## src/common/bdr_pkg.sv

```systemverilog
// Purpose: shared constants and types for the debug register set
// Assumes: one 25 MHz clock, synchronous active-high reset
// Notes:   register index equals the offset seen by debug commands

package bdr_pkg;

    // ------------------------------------------------------------
    // register offsets
    // ------------------------------------------------------------
    localparam logic [3:0] ADDR_STATUS   = 4'h1;
    localparam logic [3:0] ADDR_CCR      = 4'h6;
    localparam logic [3:0] ADDR_POSITION = 4'h7;

    // ------------------------------------------------------------
    // status register field positions
    // ------------------------------------------------------------
    localparam int ST_ENABLE = 7;
    localparam int ST_ACTIVE = 6;
    localparam int ST_TAG    = 5;
    localparam int ST_SDV    = 4;
    localparam int ST_TRACE  = 3;
    localparam int ST_CLKSEL = 2;
    localparam int ST_UNSECURED_FLAG  = 1;

    // position register: bits 6..3 carry block position bits 14..11
    localparam int POS_LSB = 3;
    localparam int POS_W   = 4;

    // ------------------------------------------------------------
    // reset values
    // ------------------------------------------------------------
    localparam logic [7:0] CCR_RST  = 8'h00;
    localparam logic [7:0] ZERO_BYTE = 8'h00;

    // ------------------------------------------------------------
    // command carrier
    // ------------------------------------------------------------
    typedef enum logic [1:0] {
        SRC_HW,       // hardware debug command
        SRC_FW,       // standard firmware write command
        SRC_FW_EXIT,  // timed exit store of standard firmware
        SRC_OTHER     // any other store, e.g. user code
    } bdr_src_t;

    typedef struct packed {
        logic       valid;
        logic       write;
        bdr_src_t   src;
        logic [3:0] addr;
        logic [7:0] data;
    } bdr_cmd_t;

    typedef struct packed {
        logic       valid;
        logic [7:0] data;
    } bdr_rsp_t;

    // true for the two command paths allowed to write status fields; the timed exit store can only clear active and shift-valid
    function automatic logic is_debug_cmd(input bdr_src_t src);
        is_debug_cmd = (src == SRC_HW) || (src == SRC_FW);
    endfunction : is_debug_cmd

endpackage : bdr_pkg

```

## src/design/bdr_ccr_hold.sv

```systemverilog
// Purpose: 8-bit holding register for the processor condition codes
// Assumes: write and capture never matter in the same cycle
// Notes:   a debug write wins over capture

`timescale 1ns/100ps

module bdr_ccr_hold (
    // clock and reset
    input  wire logic       clk_in,
    input  wire logic       sys_rst_in,
    // update sources
    input  wire logic       wr_en_in,
    input  wire logic [7:0] wr_data_in,
    input  wire logic       capture_in,
    input  wire logic [7:0] core_ccr_in,
    // held value
    output logic      [7:0] ccr_out
);

    // all eight bits implemented, no reserved positions
    always_ff @(posedge clk_in) begin
        if (sys_rst_in) begin
            ccr_out <= bdr_pkg::CCR_RST;
        end else if (wr_en_in) begin
            ccr_out <= wr_data_in;
        end else if (capture_in) begin
            ccr_out <= core_ccr_in;
        end
    end

endmodule : bdr_ccr_hold

```

## src/design/bdr_boot_seq.sv

```systemverilog
// Purpose: post-reset sequence that stands in for the secure and standard firmware
// Assumes: mode and security inputs are stable from reset release
// Notes:   only acts in special single-chip mode

`timescale 1ns/100ps

module bdr_boot_seq (
    // clock and reset
    input  wire logic clk_in,
    input  wire logic sys_rst_in,
    // mode and security
    input  wire logic special_single_chip_in,
    input  wire logic secured_in,
    input  wire logic erase_done_in,
    input  wire logic erase_ok_in,
    // results
    output logic      enable_set_out,
    output logic      unsecured_flag_set_out,
    output logic      secure_table_map_out
);

    typedef enum logic [1:0] {B_START, B_VERIFY, B_DONE} bdr_boot_t;
    bdr_boot_t state_q;

    // ------------------------------------------------------------
    // sequencer
    // ------------------------------------------------------------
    always_ff @(posedge clk_in) begin
        if (sys_rst_in) begin
            state_q <= B_START;
        end else begin
            unique case (state_q)
                B_START:  state_q <= (special_single_chip_in && secured_in) ? B_VERIFY : B_DONE;
                B_VERIFY: if (erase_done_in) state_q <= B_DONE;
                B_DONE:   state_q <= B_DONE;
            endcase
        end
    end

    // unsecured: enable at once; secured: only after a passing erase test
    assign enable_set_out = special_single_chip_in &&
                            ((state_q == B_START && !secured_in) ||
                             (state_q == B_VERIFY && erase_done_in && erase_ok_in));
    assign unsecured_flag_set_out  = state_q == B_VERIFY && erase_done_in && erase_ok_in;
    assign secure_table_map_out = state_q == B_VERIFY;
endmodule : bdr_boot_seq

```

## src/design/bdr_debug_regs.sv

```systemverilog
// Purpose: status, condition-code hold and block position registers of the debug unit
// Assumes: commands arrive already decoded from the single-wire link, one per cycle
// Notes:   read data answer one cycle after the read command
//
// Behaviour
// - with debug enable clear the unit refuses to go active but still serves hardware commands.
// - the active bit is set only by the hardware on debug entry, never by a write.
// - while active the standard firmware table is mapped into memory.
// - the active bit is cleared only by the firmware's timed exit store, which unmaps the table.
// - the clock-select bit changes only by hardware or firmware debug writes.
// - in special single-chip mode enable is set right after reset, or after a passing erase verify if secured.
// - an unsecured, fully erased part in special single-chip mode reads enable as one.
// - the unsecure bit reads one only for a secured, fully erased part in special single-chip mode.
// - the status register is readable and writable in every mode, bit limits aside.
// - an eight-bit read/write condition-code hold register is provided.
// - offset seven reads block position bits 14 to 11 in bits 6 to 3, other bits zero.
// - all registers are reached only through debug read and write commands.

`timescale 1ns/100ps

module bdr_debug_regs (
    // clock and reset
    input  wire logic              clk_in,
    input  wire logic              sys_rst_in,
    // debug command port
    input  wire bdr_pkg::bdr_cmd_t cmd_in,
    output bdr_pkg::bdr_rsp_t      rsp_out,
    // debug entry
    input  wire logic              entry_req_in,
    output logic                   entry_refused_out,
    // mode and security
    input  wire logic              special_single_chip_in,
    input  wire logic              secured_in,
    input  wire logic              erase_done_in,
    input  wire logic              erase_ok_in,
    // core side
    input  wire logic [3:0]        reg_block_pos_in,
    input  wire logic [7:0]        core_ccr_in,
    // status to the rest of the chip
    output logic                   debug_enable_out,
    output logic                   debug_active_out,
    output logic                   fw_table_map_out,
    output logic                   secure_table_map_out,
    output logic                   debug_clock_select_out,
    output logic                   tag_enable_out,
    output logic                   shift_data_valid_out,
    output logic                   trace_out,
    output logic                   unsecured_flag_out,
    output logic [7:0]             ccr_hold_out
);

    // ------------------------------------------------------------
    // state
    // ------------------------------------------------------------
    logic       enable_q;
    logic       active_q;
    logic       tag_q;
    logic       sdv_q;
    logic       trace_q;
    logic       clksel_q;
    logic       unsecured_flag_q;
    logic       boot_enter_q;
    logic [7:0] rdata_q;
    logic       rvalid_q;

    logic       boot_enable_set;
    logic       boot_unsecured_flag_set;
    logic       wr_status;
    logic       wr_status_dbg;
    logic       wr_exit;
    logic       wr_ccr;
    logic       rd_cmd;
    logic       entry_try;
    logic       entry_ok;
    logic       exit_ok;
    logic [7:0] status_img;
    logic [7:0] position_img;

    // ------------------------------------------------------------
    // command decode
    // ------------------------------------------------------------
    // registers are reached only by commands on this port
    assign wr_status     = cmd_in.valid && cmd_in.write && cmd_in.addr == bdr_pkg::ADDR_STATUS;
    assign wr_status_dbg = wr_status && bdr_pkg::is_debug_cmd(cmd_in.src);
    assign wr_exit       = wr_status && cmd_in.src == bdr_pkg::SRC_FW_EXIT;
    assign wr_ccr        = cmd_in.valid && cmd_in.write && cmd_in.addr == bdr_pkg::ADDR_CCR &&
                           bdr_pkg::is_debug_cmd(cmd_in.src);
    assign rd_cmd        = cmd_in.valid && !cmd_in.write;

    // ------------------------------------------------------------
    // firmware stand-in after reset
    // ------------------------------------------------------------
    bdr_boot_seq u_boot (
        .clk_in                 (clk_in),
        .sys_rst_in             (sys_rst_in),
        .special_single_chip_in (special_single_chip_in),
        .secured_in             (secured_in),
        .erase_done_in          (erase_done_in),
        .erase_ok_in            (erase_ok_in),
        .enable_set_out         (boot_enable_set),
        .unsecured_flag_set_out          (boot_unsecured_flag_set),
        .secure_table_map_out   (secure_table_map_out)
    );

    // special single-chip mode goes active out of reset once enabled
    always_ff @(posedge clk_in) begin
        if (sys_rst_in) begin
            boot_enter_q <= 1'b0;
        end else begin
            boot_enter_q <= boot_enable_set;
        end
    end

    // ------------------------------------------------------------
    // entry and exit
    // ------------------------------------------------------------
    assign entry_try = entry_req_in || boot_enter_q;
    assign entry_ok  = entry_try && enable_q && !active_q;
    // refused only the entry; commands on the port keep working
    assign entry_refused_out = entry_try && !enable_q && !active_q;
    assign exit_ok   = wr_exit && !cmd_in.data[bdr_pkg::ST_ACTIVE] && active_q;

    // ------------------------------------------------------------
    // status bits
    // ------------------------------------------------------------
    // boot set wins over a clearing write in the same cycle
    always_ff @(posedge clk_in) begin
        if (sys_rst_in) begin
            enable_q <= 1'b0;
        end else if (boot_enable_set) begin
            enable_q <= 1'b1;
        end else if (wr_status_dbg) begin
            enable_q <= cmd_in.data[bdr_pkg::ST_ENABLE];
        end
    end

    // entry and exit store never act in one cycle: entry needs active clear, exit needs it set
    always_ff @(posedge clk_in) begin
        if (sys_rst_in) begin
            active_q <= 1'b0;
        end else if (entry_ok) begin
            active_q <= 1'b1;
        end else if (exit_ok) begin
            active_q <= 1'b0;
        end
    end

    always_ff @(posedge clk_in) begin
        if (sys_rst_in) begin
            clksel_q <= 1'b0;
        end else if (wr_status_dbg) begin
            clksel_q <= cmd_in.data[bdr_pkg::ST_CLKSEL];
        end
    end

    // tagging stops when debug is entered
    always_ff @(posedge clk_in) begin
        if (sys_rst_in) begin
            tag_q <= 1'b0;
        end else if (entry_ok) begin
            tag_q <= 1'b0;
        end else if (wr_status_dbg) begin
            tag_q <= cmd_in.data[bdr_pkg::ST_TAG];
        end
    end

    // shift-valid drops when debug is left
    always_ff @(posedge clk_in) begin
        if (sys_rst_in) begin
            sdv_q <= 1'b0;
        end else if (exit_ok) begin
            sdv_q <= 1'b0;
        end else if (wr_status_dbg) begin
            sdv_q <= cmd_in.data[bdr_pkg::ST_SDV];
        end
    end

    always_ff @(posedge clk_in) begin
        if (sys_rst_in) begin
            trace_q <= 1'b0;
        end else if (wr_status_dbg) begin
            trace_q <= cmd_in.data[bdr_pkg::ST_TRACE];
        end
    end

    // no command path may touch it; only a passing erase test sets it
    always_ff @(posedge clk_in) begin
        if (sys_rst_in) begin
            unsecured_flag_q <= 1'b0;
        end else if (boot_unsecured_flag_set) begin
            unsecured_flag_q <= 1'b1;
        end
    end

    // ------------------------------------------------------------
    // condition-code hold
    // ------------------------------------------------------------
    bdr_ccr_hold u_ccr (
        .clk_in      (clk_in),
        .sys_rst_in  (sys_rst_in),
        .wr_en_in    (wr_ccr),
        .wr_data_in  (cmd_in.data),
        .capture_in  (entry_ok),
        .core_ccr_in (core_ccr_in),
        .ccr_out     (ccr_hold_out)
    );

    // ------------------------------------------------------------
    // read path
    // ------------------------------------------------------------
    always_comb begin
        status_img = bdr_pkg::ZERO_BYTE;
        status_img[bdr_pkg::ST_ENABLE] = enable_q;
        status_img[bdr_pkg::ST_ACTIVE] = active_q;
        status_img[bdr_pkg::ST_TAG]    = tag_q;
        status_img[bdr_pkg::ST_SDV]    = sdv_q;
        status_img[bdr_pkg::ST_TRACE]  = trace_q;
        status_img[bdr_pkg::ST_CLKSEL] = clksel_q;
        status_img[bdr_pkg::ST_UNSECURED_FLAG]  = unsecured_flag_q;
    end

    always_comb begin
        position_img = bdr_pkg::ZERO_BYTE;
        position_img[bdr_pkg::POS_LSB +: bdr_pkg::POS_W] = reg_block_pos_in;
    end

    // unmapped offsets read zero
    always_ff @(posedge clk_in) begin
        if (sys_rst_in) begin
            rdata_q <= bdr_pkg::ZERO_BYTE;
        end else if (rd_cmd) begin
            unique case (cmd_in.addr)
                bdr_pkg::ADDR_STATUS:   rdata_q <= status_img;
                bdr_pkg::ADDR_CCR:      rdata_q <= ccr_hold_out;
                bdr_pkg::ADDR_POSITION: rdata_q <= position_img;
                default:                rdata_q <= bdr_pkg::ZERO_BYTE;
            endcase
        end
    end

    always_ff @(posedge clk_in) begin
        if (sys_rst_in) begin
            rvalid_q <= 1'b0;
        end else begin
            rvalid_q <= rd_cmd;
        end
    end

    assign rsp_out.valid = rvalid_q;
    assign rsp_out.data  = rdata_q;

    // ------------------------------------------------------------
    // outputs
    // ------------------------------------------------------------
    assign debug_enable_out       = enable_q;
    assign debug_active_out       = active_q;
    assign fw_table_map_out       = active_q;
    assign debug_clock_select_out = clksel_q;
    assign tag_enable_out         = tag_q;
    assign shift_data_valid_out   = sdv_q;
    assign trace_out              = trace_q;
    assign unsecured_flag_out     = unsecured_flag_q;
endmodule : bdr_debug_regs

```

## config.mk

```make
export PLATFORM = sky130hd
export DESIGN_NAME = bdr_debug_regs
export DESIGN_NICKNAME = d
export VERILOG_FILES = /design/src/common/bdr_pkg.sv /design/src/design/bdr_ccr_hold.sv /design/src/design/bdr_boot_seq.sv /design/src/design/bdr_debug_regs.sv
export SDC_FILE = /design/constraint.sdc
export NUM_CORES = 1
export LEC_CHECK = 0
export BUFFER_PORTS_ARGS = -buffer_cell sky130_fd_sc_hd__clkbuf_2
export CAP_MARGIN = 40
export CORE_ASPECT_RATIO = 0.75
export CORE_MARGIN = 5
export CORE_UTILIZATION = 50
export DETAILED_ROUTE_END_ITERATION = 8
export MAX_ROUTING_LAYER = met4
export PLACE_DENSITY = 0.9
export SKIP_LAST_GASP = 1
export SYNTH_ARGS = -nofsm -noshare
export SYNTH_HDL_FRONTEND = slang
export SYNTH_SLANG_ARGS = --single-unit
export TNS_END_PERCENT = 50
```

## constraint.sdc

```tcl
create_clock -name clk_in -period 2.5 [get_ports clk_in]
set_input_delay 0.25 -clock clk_in [delete_from_list [all_inputs] [get_ports clk_in]]
set_output_delay 0.25 -clock clk_in [all_outputs]
set_load 0.1 [all_outputs]
```

# Word-level counts from Yosys, hierarchy flattened
# Index checks and enable logic that the tools add are counted.
# Widths: inputs -> output; s select.
[totals]
register_bits = 27
latchBits = 0
ramBits = 0
romBits = 0
in_bits = 35
out_inout_bits = 27
elab_cells = 63
n_memories = 0
[op_classes]
addsub = 0
n_mul = 0
div_mod_pow = 0
n_lt_le_gt_ge = 0
eq_ne = 8
shift = 0
mux = 10
n_bitwise = 0
reduce_logical = 33
[op_table]
columns = ["cell", "count"]
rows = [
  ["$pmux 8 s3", 1],
  ["$logic_and 1x1->1", 18],
  ["$mux 8", 2],
  ["$eq 4x3->1 const B", 2],
  ["$pmux 2 s3", 1],
  ["$reduce_bool 2->1", 3],
  ["$logic_not 1->1", 5],
  ["$eq 2x1->1 const B", 2],
  ["$eq 2x2->1 const B", 2],
  ["$eq 4x1->1 const B", 1],
  ["$logic_not 2->1", 2],
  ["$mux 1", 4],
  ["$mux 2", 2],
  ["$reduce_or 2->1", 2],
  ["$logic_or 1x1->1", 3],
  ["$ne 2x2->1 const B", 1],
]

# Longest topological paths before layout
# Gate-level depths: netlist of run 1.
[depth]
ltp_word = 7
depth_mapped = 6
ltp_nobuf = 5

# Modules after synthesis
# From an unflattened synthesis of run 1, not the netlist that was laid out.
[unflattened]
hier_cells = 154
area_unflattened_um2 = 1440.1
[modules_own_cells]
columns = ["mod", "instances", "cells_each", "area_per_inst_um2", "seq_area_each_um2"]
rows = [
  ["bdr_debug_regs", 1, 102, 918.4, 340.3],
  ["bdr_ccr_hold", 1, 35, 369.1, 160.2],
  ["bdr_boot_seq", 1, 17, 152.6, 40.0],
]

# Worst setup path after synthesis of run 1
# Ideal clock, no wire load.
[synth_timing]
path_type = "register to output"
start = "reg active_q (netlist: debug_active_out)"
end = "out entry_refused_out"
arrival_time_ns = 3.040
required_time_ns = 2.250
path_slack_ns = -0.790
stages_incl_launch_ff = 3
n_path_buf = 1
cell_sequence = "dfxtp_1 > clkbuf_1 > nor3_1"
[synth_between]
elab_chain_cells = 2
[synth_rtl]
columns = ["item", "line_no", "source"]
rows = [
  ["from (decl)", "bdr_debug_regs.sv:56", "logic active_q;"],
  ["from (signal assigned)", "bdr_debug_regs.sv:140", "active_q <= 1'b0;"],
  ["from (signal assigned)", "bdr_debug_regs.sv:142", "active_q <= 1'b1;"],
  ["from (signal assigned)", "bdr_debug_regs.sv:144", "active_q <= 1'b0;"],
  ["$logic_not 1->1", "bdr_debug_regs.sv:120", "assign entry_refused_out = entry_try && !enable_q && !active_q;"],
  ["$logic_and 1x1->1", "bdr_debug_regs.sv:120", ""],
  ["to (decl)", "bdr_debug_regs.sv:30", "output logic entry_refused_out,"],
]
# No other way between the ends.

# Final worst setup path of run 1
[layout_timing]
start = "reg active_q (netlist: debug_active_out)"
end = "out debug_active_out"
[layout_rtl]
columns = ["item", "line_no", "source"]
rows = [
  ["to (decl)", "bdr_debug_regs.sv:41", "output logic debug_active_out,"],
]
# No word-level cell between the ends.

==> impl_results.md, run 1 <==
* Minimum clock period at 1.71 ns
* Worst hold slack at 0.217 ns
* P&R area growth vs syn at 24.2%
* Port-buffer cells at 61
* Routed WL per cell at approximately 17 um
* Worst EP arrival at 1.46 ns
* # resized after CTS at 0
* Final max-slew violation count at 0
* Worst Hold Class: in2reg
* Synth Register Bits at 27
* Core box area at 0.00266 mm2
* Most common cell in the netlist: dfxtp_1
* Top_reg_cell synth: dfxtp_1
* Area share of the largest cell type after synthesis at 38.4%
* Hold endpoint: boot_enter_q
* Initial DRT Pass Iterations at 4
* Setup Buffers After CTS at 0
* Antenna violations before repair at 0
* Hold Buf Count CTS at 0
* Final Hold Viols at 0
* Post-Syn Instances at 162
* Vias per std cell at about 6.2
* IO Count at 62
* CP Class: reg2out
* Reg2reg path depth at 3
* CTS tree: built
* Crit-path max FO at 15
* CP Launch Type: flop
* Cell area power density at 513 mW/mm2
* Slew of the pin with the lowest slew margin at around 0.79 ns
* Initial core utilization at 52.9%
* Largest net degree at the start of global routing at 20
* Worst R2R End: u_ccr.ccr_out[6]
* Crit-path slowest cell: dfxtp_1
* Crit-path cells: clkbuf_2
* Commonest cells post-synth: dfxtp_1 (27), nand3_1 (15), o21ai_0 (14), nor3_1 (10)
* Hold depth at 3
* Reg area at about 540 um2
* Layout cells sized above 1 at between 30% and 40%
* Die H at 56.0 um
* Final WL at 4.27 mm
* H-tree depth at 1
* Ant diodes at 0
* Clk_lat worst skew at 0.27 ns
* Buf+Inv Stages, Crit Path at 1
* Antenna Violating Nets Remaining at 0
* Switch Pwr at around 300 uW
* Slew headroom at 46.9%
* Crit path from: debug_active_out
* Largest cells by area after synthesis: dfxtp_1 (38%), nand3_1 (5.3%), a311oi_1 (5.0%)
* Total negative slack at 0 ns
* Leakage power at 0.000697 uW
* Post-synth net total at 199
* Worst EP required at ~2.3 ns
* Final WS setup at 0.788 ns
* Die area at 0.00399 mm2
* DRT iter0 DRCs at 184
* Area of the multi-input gates at 786 um2
* FILL cells at 238
* Final setup violation count at 0
* Clock Power Share at a little over a quarter
* Yosys cell types at 44
* Clock slew seen by the registers of the worst setup and hold paths at 0.09 ns
* Vias in the first global route at 1,421
* Period utilization at 68.5%
* Clk sink count at 27
* Detail Placement HPWL at 3.30 mm
* Synth async-reset ratio at 0%
* Clk_skew at 0.00199 ns
* GR Util All Layers at 22.1%
* Pint at 601 uW
* Vias after detailed routing at 1,538
* Worst R2R Start: boot_enter_q
* Clock Path Buffers at 2
* Combinational power share at between 20 and 25%
* Die width at 71.3 um
* Synth area leader: dfxtp_1
* VDD IR max at approximately 410 uV
* EDFF count, synth at 0
* RSZ-0062 raised after global routing: false
* Nets at 252
* Cts bufs inserted at 3
* R2r setup slk at 0.99 ns
* FMAX at 584 MHz
* Largest stage delay, worst path at around 0.64 ns
* Max_cap viols at 0
* Worst Hold Launch: special_single_chip_in
* Cell Rows at 16
* First-pass GRT wire length at around 7.0 mm
* Switching Fraction at 32.9%
* Sequential share of the synthesized area at 38.4%
* Total grt overflow at 0
* Yosys warnings at 0
* Root Buffer: clkbuf_8
* Critical Path Sink Type: output port
* Reg power frac at 50.6%
* Outcome: complete, no violations
* Delay-heaviest family, CP: flip-flops
* Place WS at 0.815 ns
* Gp weighted congestion at 0.825
* DRC at 0
* Final core utilization at 65.7%
* Cell Area, Synth at 0.00141 mm2
* Avg Inst Size Synth at a little under 9 um2
[through the flow]
step / power, uW / std cells / instance area (um2)
finish: 897 / 250 / 1750
global route: 933 / 250 / 1750
CTS: 898 / 250 / 1750
detailed placement: 659 / 246 / 1700
global placement: 656 / 246 / 1700
floorplan: 603 / 162 / 1410
[state kept, by name, summed over array words and instances (netlist names)]
signal,cells
rdata_q,8
u_ccr.ccr_out,8
u_boot.state_q,2
boot_enter_q,1
debug_active_out,1
debug_clock_select_out,1
debug_enable_out,1
rvalid_q,1
shift_data_valid_out,1
tag_enable_out,1
trace_out,1
unsecured_flag_out,1
[final cells by class]
cell class / count / share of cell area [%]
Clock inverter: 1 / 0.286
Timing Repair Buffer: 61 / 17.5
Clock buffer: 3 / 2.36
Multi-Input combinational cell: 115 / 44.9
Tap cell: 36 / 2.58
Inverter: 7 / 1.50
Sequential cell: 27 / 30.9
[power groups by stage]
stage | Sequential, uW | Clock (uW) | Combinational [uW]
final | 454 | 246 | 197
after global routing | 455 | 268 | 209
after CTS | 453 | 249 | 196
after detailed placement | 463 | 0 | 195
after global placement | 463 | 0 | 193
after floorplan | 512 | 0 | 91.1
[layout by cell type, fill, tap and decap left out, types with 2 or more instances in the layout]
cell / netlist / layout
nor3b_1: 6 / 6
a311oi_1: 8 / 8
and3_1: 4 / 4
nor2_1: 4 / 4
ha_1: 2 / 2
or3b_1: 2 / 2
inv_1: 6 / 6
a21oi_1: 4 / 4
a32oi_1: 8 / 8
nand3_1: 15 / 15
o211ai_1: 2 / 2
o21ai_0: 14 / 14
clkbuf_8: 0 / 3
o21ai_1: 3 / 3
clkbuf_2: 0 / 61
nand4bb_1: 2 / 2
dfxtp_1: 27 / 27
nand2_1: 2 / 2
nand2b_1: 2 / 2
a22oi_1: 4 / 4
nor3_1: 10 / 9
o2bb2ai_1: 3 / 3
nand4b_1: 2 / 2
[cell families after synthesis]
kind of cell	Yosys count	share of synthesized area, %
AOI/OAI and AO/OA	54	27.4
adders and majority gates	2	1.78
buffers and inverters	20	6.22
DFF	27	38.4
and+or+nand+nor	59	26.2
[worst max-delay path by stage]
stage	to	slack, ns	depth (start not counted)
detailed placement	rdata_q[4]	0.82	4
global route	fw_table_map_out	0.72	1
CTS	debug_active_out	0.78	1
floorplan	entry_refused_out	0.05	2
global placement	rdata_q[6]	0.87	4
finish	debug_active_out	0.79	1
[routing by layer]
layer | routed length [um] | track usage [%]
met2 | 1940 | 33.2
met1 | 1880 | 31.1
met4 | 27 | 4.02
met3 | 420 | 4.15
met5 | 0 | -
Power figures use the tool's default switching activity.
==> inputs of run 2 (changes only) <==
--- a/config.mk
+++ b/config.mk
@@ -5,14 +5,15 @@
 export SDC_FILE = /design/constraint.sdc
 export NUM_CORES = 1
 export LEC_CHECK = 0
+export ABC_AREA = 1
 export BUFFER_PORTS_ARGS = -buffer_cell sky130_fd_sc_hd__clkbuf_2
 export CAP_MARGIN = 40
 export CORE_ASPECT_RATIO = 0.75
 export CORE_MARGIN = 5
-export CORE_UTILIZATION = 50
+export CORE_UTILIZATION = 47
 export DETAILED_ROUTE_END_ITERATION = 8
 export MAX_ROUTING_LAYER = met4
-export PLACE_DENSITY = 0.9
+export PLACE_DENSITY = 0.85
 export SKIP_LAST_GASP = 1
 export SYNTH_ARGS = -nofsm -noshare
 export SYNTH_HDL_FRONTEND = slang
==> constraint.sdc (replaced) <==
create_clock -name clk_in -period 1.7 [get_ports clk_in]
set_input_delay 0.17 -clock clk_in [delete_from_list [all_inputs] [get_ports clk_in]]
set_output_delay 0.17 -clock clk_in [all_outputs]
set_load 0.1 [all_outputs]
==> impl_results.md, run 2 <==
* Area share of the largest cell type after synthesis at 37.3%
* Synth Register Bits at 27
* Top_reg_cell synth: dfxtp_1
* DRC at 0
* # resized after CTS at 0
* R2r setup slk at 0.30 ns
* Die H at 58.1 um
* Vias in the first global route at ~1,400
* CP Launch Type: flop
* EDFF count, synth at 0
* Largest cells by area after synthesis: dfxtp_1 (37%), nand2_1 (12%), a21oi_1 (8.6%)
* Total negative slack at 0 ns
* Yosys warnings at 0
* Commonest cells post-synth: nand2_1 (45), dfxtp_1 (27), inv_1 (26), a21oi_1 (25), nand3_1 (18)
* Final max-slew violation count at 0
* Post-Syn Instances at 204
* Worst EP arrival at 1.35 ns
* Antenna Violating Nets Remaining at 0
* Final Hold Viols at 0
* Initial DRT Pass Iterations at 4
* Synth async-reset ratio at 0%
* Vias per std cell at 4.88
* Final setup violation count at 0
* Combinational power share at between 20% and 30%
* Ant diodes at 0
* H-tree depth at 1
* Outcome: complete, no violations
* Worst EP required at between 1.5 and 2 ns
* Largest registers: rdata_q: 8 flops, u_ccr.ccr_out: 8 flops, u_boot.state_q: 2 flops
* Antenna violations before repair at 0
* Hold endpoint: u_ccr.ccr_out[0]
* Leakage power at 0.000939 uW
* Cts bufs inserted at 3
* Initial core utilization at 49.0%
* Sequential share of the synthesized area at between 30% and 40%
* Core box area at ~0.0030 mm2
* FMAX at 659 MHz
* Crit-path max FO at 2
* Synth area leader: dfxtp_1
* Worst R2R End: u_ccr.ccr_out[3]
* Most common cell in the netlist: nand2_1
* Clk_lat worst skew at 0.27 ns
* P&R area growth vs syn at 25.0%
* Slew of the pin with the lowest slew margin at 0.559 ns
* CP Class: reg2out
* Yosys cell types at 25
* Cell Area, Synth at 0.00145 mm2
* Gp weighted congestion at 0.825
* Die area at 0.00430 mm2
* Commonest non-fill, non-tap cell in the layout: clkbuf_2
* Worst Hold Class: in2reg
* Reg power frac at 49.8%
* Cell Rows at 17
* Root Buffer: clkbuf_8
* VDD IR max at 468 uV
* Vias after detailed routing at 1,468
* Pint at 894 uW
* Nets at 301
* Clock Power Share at 26.9%
* Reg2reg path depth at 5
* CTS tree: built
* RSZ-0062 raised after global routing: false
* Final WS setup at 0.184 ns
* Detail Placement HPWL at 2.95 mm
* Max_cap viols at 0
* Minimum clock period at about 1.5 ns
* Switch Pwr at about 440 uW
* Slew headroom at 62.9%
* Post-synth net total at 241
* IO Count at a little over 60
* Switching Fraction at between 30% and 40%
* Avg Inst Size Synth at ~7.1 um2
* Clk_skew at 0.00452 ns
* Largest net degree at the start of global routing at 20
* Total grt overflow at 0
* Final WL at 3.62 mm
* Worst Hold Launch: core_ccr_in[0]
* Clock slew seen by the registers of the worst setup and hold paths at 0.08 ns
* DRT iter0 DRCs at 45
* Period utilization at 89.2%
* Hold depth at 3
* Place WS at 0.322 ns
* Worst R2R Start: debug_active_out
* Critical Path Sink Type: output port
* First-pass GRT wire length at around 5.9 mm
* Clk sink count at 27
* Die width at ~74 um
* Layout cells sized above 1 at 35.4%
* Hold Buf Count CTS at 0
* Cell area power density at roughly 740 mW/mm2
* Routed WL per cell at 12.0 um
* Final Cell Area at between 0.0015 and 0.002 mm2
* Port-buffer cells at 61
* Commonest cells after routing, fill and taps aside: clkbuf_2 (61), nand2_1 (45), inv_1 (26), a21oi_1 (25), dfxtp_1 (25)
* Clock Path Buffers at 2
* Setup Buffers After CTS at 0
* Worst hold slack at about 0.13 ns
* Dpl cell area at approximately 0.0018 mm2
* GR Util All Layers at approximately 18%
==> run 2: cell types whose count changed after synthesis, sizes merged, moves of 6 or more <==
cell / previous run / this run
nor3: 10 / 2
nand2: 2 / 53
a21oi: 4 / 25
nor3b: 6 / 0
a311oi: 8 / 0
nand3: 15 / 21
inv: 7 / 30
clkbuf: 8 / 1
nor2: 4 / 17
a32oi: 8 / 0
==> run 2: layout make-up <==
type | instances | area [um2]
multi-input cells | 140 | 749
flip-flops and latches | 27 | 543
fillers | 290 | 1150
inverters | 30 | 113
clock buffers | 4 | 45.0
repair buffers | 62 | 313
well taps | 38 | 47.5
==> run 2: worst max-delay path by stage <==
stage,end,slack (ns),start
2_1_floorplan,entry_refused_out,0.15,debug_active_out
5_1_grt,entry_refused_out,0.09,boot_enter_q
3_5_place_dp,u_ccr.ccr_out[4],0.32,debug_active_out
6_report,entry_refused_out,0.18,boot_enter_q
4_1_cts,entry_refused_out,0.18,boot_enter_q
3_3_place_gp,u_ccr.ccr_out[3],0.42,debug_active_out
==> run 2: kinds of logic (layout without fill, tap and decap cells) <==
kind of cell | Yosys count | in the layout | share of synthesized area, %
flops | 27 | 27 | 37.3
compound gates | 41 | 41 | 14.7
fa+ha+maj | 2 | 2 | 1.73
simple gates | 97 | 97 | 34.4
buf+inv | 37 | 96 | 11.9
==> run 2: power by group through the flow <==
stage	sequential (uW)	combinational [uW]	clock [uW]
global placement	680	309	0
finish	666	312	359
floorplan	770	145	0
detailed placement	681	313	0
global route	669	335	393
CTS	666	314	366
==> run 2: per-stage QoR <==
stage	total power (uW)	std cells	util, %
after global placement	989	297	59.7
after detailed placement	994	297	59.7
final	1340	301	61.2
after CTS	1350	301	61.2
after global routing	1400	301	61.2
after floorplan	915	204	-
==> run 2: layer usage <==
metal  track usage (%)  part of all wire [%]  up-vias  routed length [um]
li1                  -                     -      768                   -
met2              30.3                    48       45                1730
met4              3.36                  0.53        0                  19
met5                 -                     0        -                   0
met3              4.68                   8.7        4                 313
met1              21.0                    43      651                1560
==> run 2: worst max-delay path, stage by stage (launching register included) <==
cell	delay [ns]
dfxtp_1	0.31
inv_1	0.03
nand2_1	0.06
inv_1	0.07
nor3_4	0.12
clkbuf_2	0.48
==> inputs of run 3 (changes only) <==
--- a/config.mk
+++ b/config.mk
@@ -17,5 +17,6 @@
 export SKIP_LAST_GASP = 1
 export SYNTH_ARGS = -nofsm -noshare
 export SYNTH_HDL_FRONTEND = slang
+export SYNTH_HIERARCHICAL = 1
 export SYNTH_SLANG_ARGS = --single-unit
 export TNS_END_PERCENT = 50
==> impl_results.md, run 3 <==
* Final WL at 3.70 mm
* EDFF count, synth at 0
* Commonest non-fill, non-tap cell in the layout: clkbuf_2
* Largest net degree at the start of global routing at 17
* Antenna violations before repair at 0
* Crit-path cells: or2_2 -> nand2_1 -> nor2_4 -> clkbuf_2
* Worst Hold Class: in2reg
* CTS tree: built
* Initial DRT Pass Iterations at 5
* Crit-path max FO at 3
* Outcome: complete, no violations
* Detail Placement HPWL at approximately 3.1 mm
* Layout cells sized above 1 at 34.1%
* DRT iter0 DRCs at 77
* Cell Rows at 17
* Cell Area, Synth at 0.00145 mm2
* Most common cell in the netlist: nand2_1
* Synth async-reset ratio at 0%
* Max_cap viols at 0
* Port-buffer cells at 61
* Worst R2R End: u_ccr/ccr_out[6]
* Reg2reg path depth at 8
* Post-Synth Simple-Gate Area at roughly 43%
* Die H at 58.1 um
* Sequential share of the synthesized area at a little under two fifths
* Dpl cell area at between 0.0015 and 0.002 mm2
* H-tree depth at 1
* Core box area at 0.00296 mm2
* Worst EP arrival at 1.39 ns
* Largest family of logic cells by synthesized area: simple AND/OR/NAND/NOR gates
* First-pass GRT wire length at ~6.2 mm
* Slew of the pin with the lowest slew margin at roughly 0.55 ns
* Clk sink count at 27
* Yosys cell types at 29
* Hold endpoint: tag_enable_out
* Commonest cells after routing, fill and taps aside: clkbuf_2 (61), nand2_1 (52), nand3_1 (46), inv_1 (25), dfxtp_1 (25)
* Total grt overflow at 0
* Final Cell Area at 0.00183 mm2
* Worst R2R Start: boot_enter_q
* Vias per std cell at 4.93
* Minimum clock period at 1.56 ns
* Commonest cells post-synth: nand2_1 (52), nand3_1 (46), dfxtp_1 (27), inv_1 (25), nor2_1 (11)
* Gp weighted congestion at 0.917
* Antenna Violating Nets Remaining at 0
* Cell area power density at 728 mW/mm2
* Vias in the first global route at 1,405
* Synth Register Bits at 27
* Slew headroom at a little under two thirds
* Synth area leader: dfxtp_1
* Mux contribution to synthesized area at 0%
* Largest registers: rdata_q: 8 flops, u_ccr/ccr_out: 8 flops, u_boot/state_q: 2 flops
* VDD IR max at 445 uV
* Clock slew seen by the registers of the worst setup and hold paths at 0.09 ns
* Post-synthesis xor/xnor area fraction at 0%
* # resized after CTS at 0
* CP Class: reg2out
* Clock Path Buffers at 2
* FMAX at 643 MHz
* Cts bufs inserted at 3
* Hold Buf Count CTS at 0
* Final setup violation count at 0
* FILL cells at 279
* Place WS at roughly 0.19 ns
* Final max-slew violation count at 0
* Setup Buffers After CTS at 0
* CP Launch Type: flop
* Final WS setup at 0.144 ns
* GR Util All Layers at 18.9%
* Initial core utilization at 49.0%
* Crit-path slowest cell: clkbuf_2
* Nets at a little over 300
* Worst EP required at 1.53 ns
* Die width at 74.1 um
* RSZ-0062 raised after global routing: false
* Top_reg_cell synth: dfxtp_1
* Total negative slack at 0 ns
* Fraction of the mapped netlist area in adder cells at 1.73%
* Area share of the largest cell type after synthesis at 37.3%
* Clk_lat worst skew at 0.27 ns
* Hold depth at 3
* Final core utilization at 61.9%
* Final Hold Viols at 0
* Critical Path Sink Type: output port
* Yosys warnings at 6
* Post-Syn Instances at 208
* Root Buffer: clkbuf_8
* Ant diodes at 0
* P&R area growth vs syn at 26.3%
* Compound-gate portion of the synthesized area at 6.39%
* R2r setup slk at 0.32 ns
* Die area at 0.00430 mm2
* Post-synth net total at 245
* Avg Inst Size Synth at 6.97 um2
* Largest cells by area after synthesis: dfxtp_1 (37%), nand3_1 (16%), nand2_1 (13%)
* Vias after detailed routing at 1,519
* Finished Layout Cells at 308
* Routed WL per cell at 12.0 um
* Worst Hold Launch: cmd_in[5]
* Clk_skew at 0.00322 ns
* Period utilization at 91.5%
* IO Count at 62
* Leakage power at 0.00101 uW
* Inst Count DP at 304
* DRC at 0
* Largest stage delay, worst path at 0.36 ns
-- run 3: through the flow --
| step | hold slack (ns) | total power [uW] |
|---|---|---|
| 2_1_floorplan | 0.239 | 908 |
| 6_report | 0.153 | 1330 |
| 3_3_place_gp | 0.435 | 992 |
| 4_1_cts | 0.150 | 1340 |
| 3_5_place_dp | 0.437 | 995 |
| 5_1_grt | 0.168 | 1400 |
-- run 3: worst max-delay path by stage --
stage	start	endpoint	cells past startpoint
finish	boot_enter_q	entry_refused_out	4
detailed placement	cmd_in[14]	u_ccr/ccr_out[5]	9
CTS	boot_enter_q	entry_refused_out	4
global route	u_boot/state_q[0]	secure_table_map_out	2
global placement	cmd_in[14]	u_ccr/ccr_out[3]	9
floorplan	u_boot/state_q[1]	debug_enable_out	8
-- run 3: area by class of cell --
class	instances	area [um2]	share of cell area [%]
flip-flops and latches	27	543	29.7
well taps	38	47.5	2.60
multi-input cells	144	747	40.8
inverters	31	120	6.56
clock buffers	4	45.0	2.46
repair buffers	64	328	17.9
-- run 3: cells by family (layout without fill, tap and decap cells) --
family / count (synthesis) / count (layout)
AOI/OAI and AO/OA: 16 / 16
and+or+nand+nor: 126 / 126
buffers and inverters: 37 / 99
adders and majority gates: 2 / 2
DFF: 27 / 27
-- run 3: critical path, delay by kind of cell (launching register included) --
kind                   cells  cell delay [ns]
and+or+nand+nor            3             0.45
DFF                        1             0.30
buffers and inverters      1             0.36
-- run 3: layer usage --
metal  vias up  track usage [%]  share of wire (%)
met5         -                -                  0
met4         0             3.10               0.54
met3         5             4.16                8.2
met2        61             28.0                 42
met1       665             26.5                 49
li1        788                -                  -
-- run 3: report_power, final --
group	internal (uW)	total [uW]	switching, uW
Sequential	650	665	15.5
Combinational	79.6	315	236
Clock	168	352	185
Total	897	1330	436
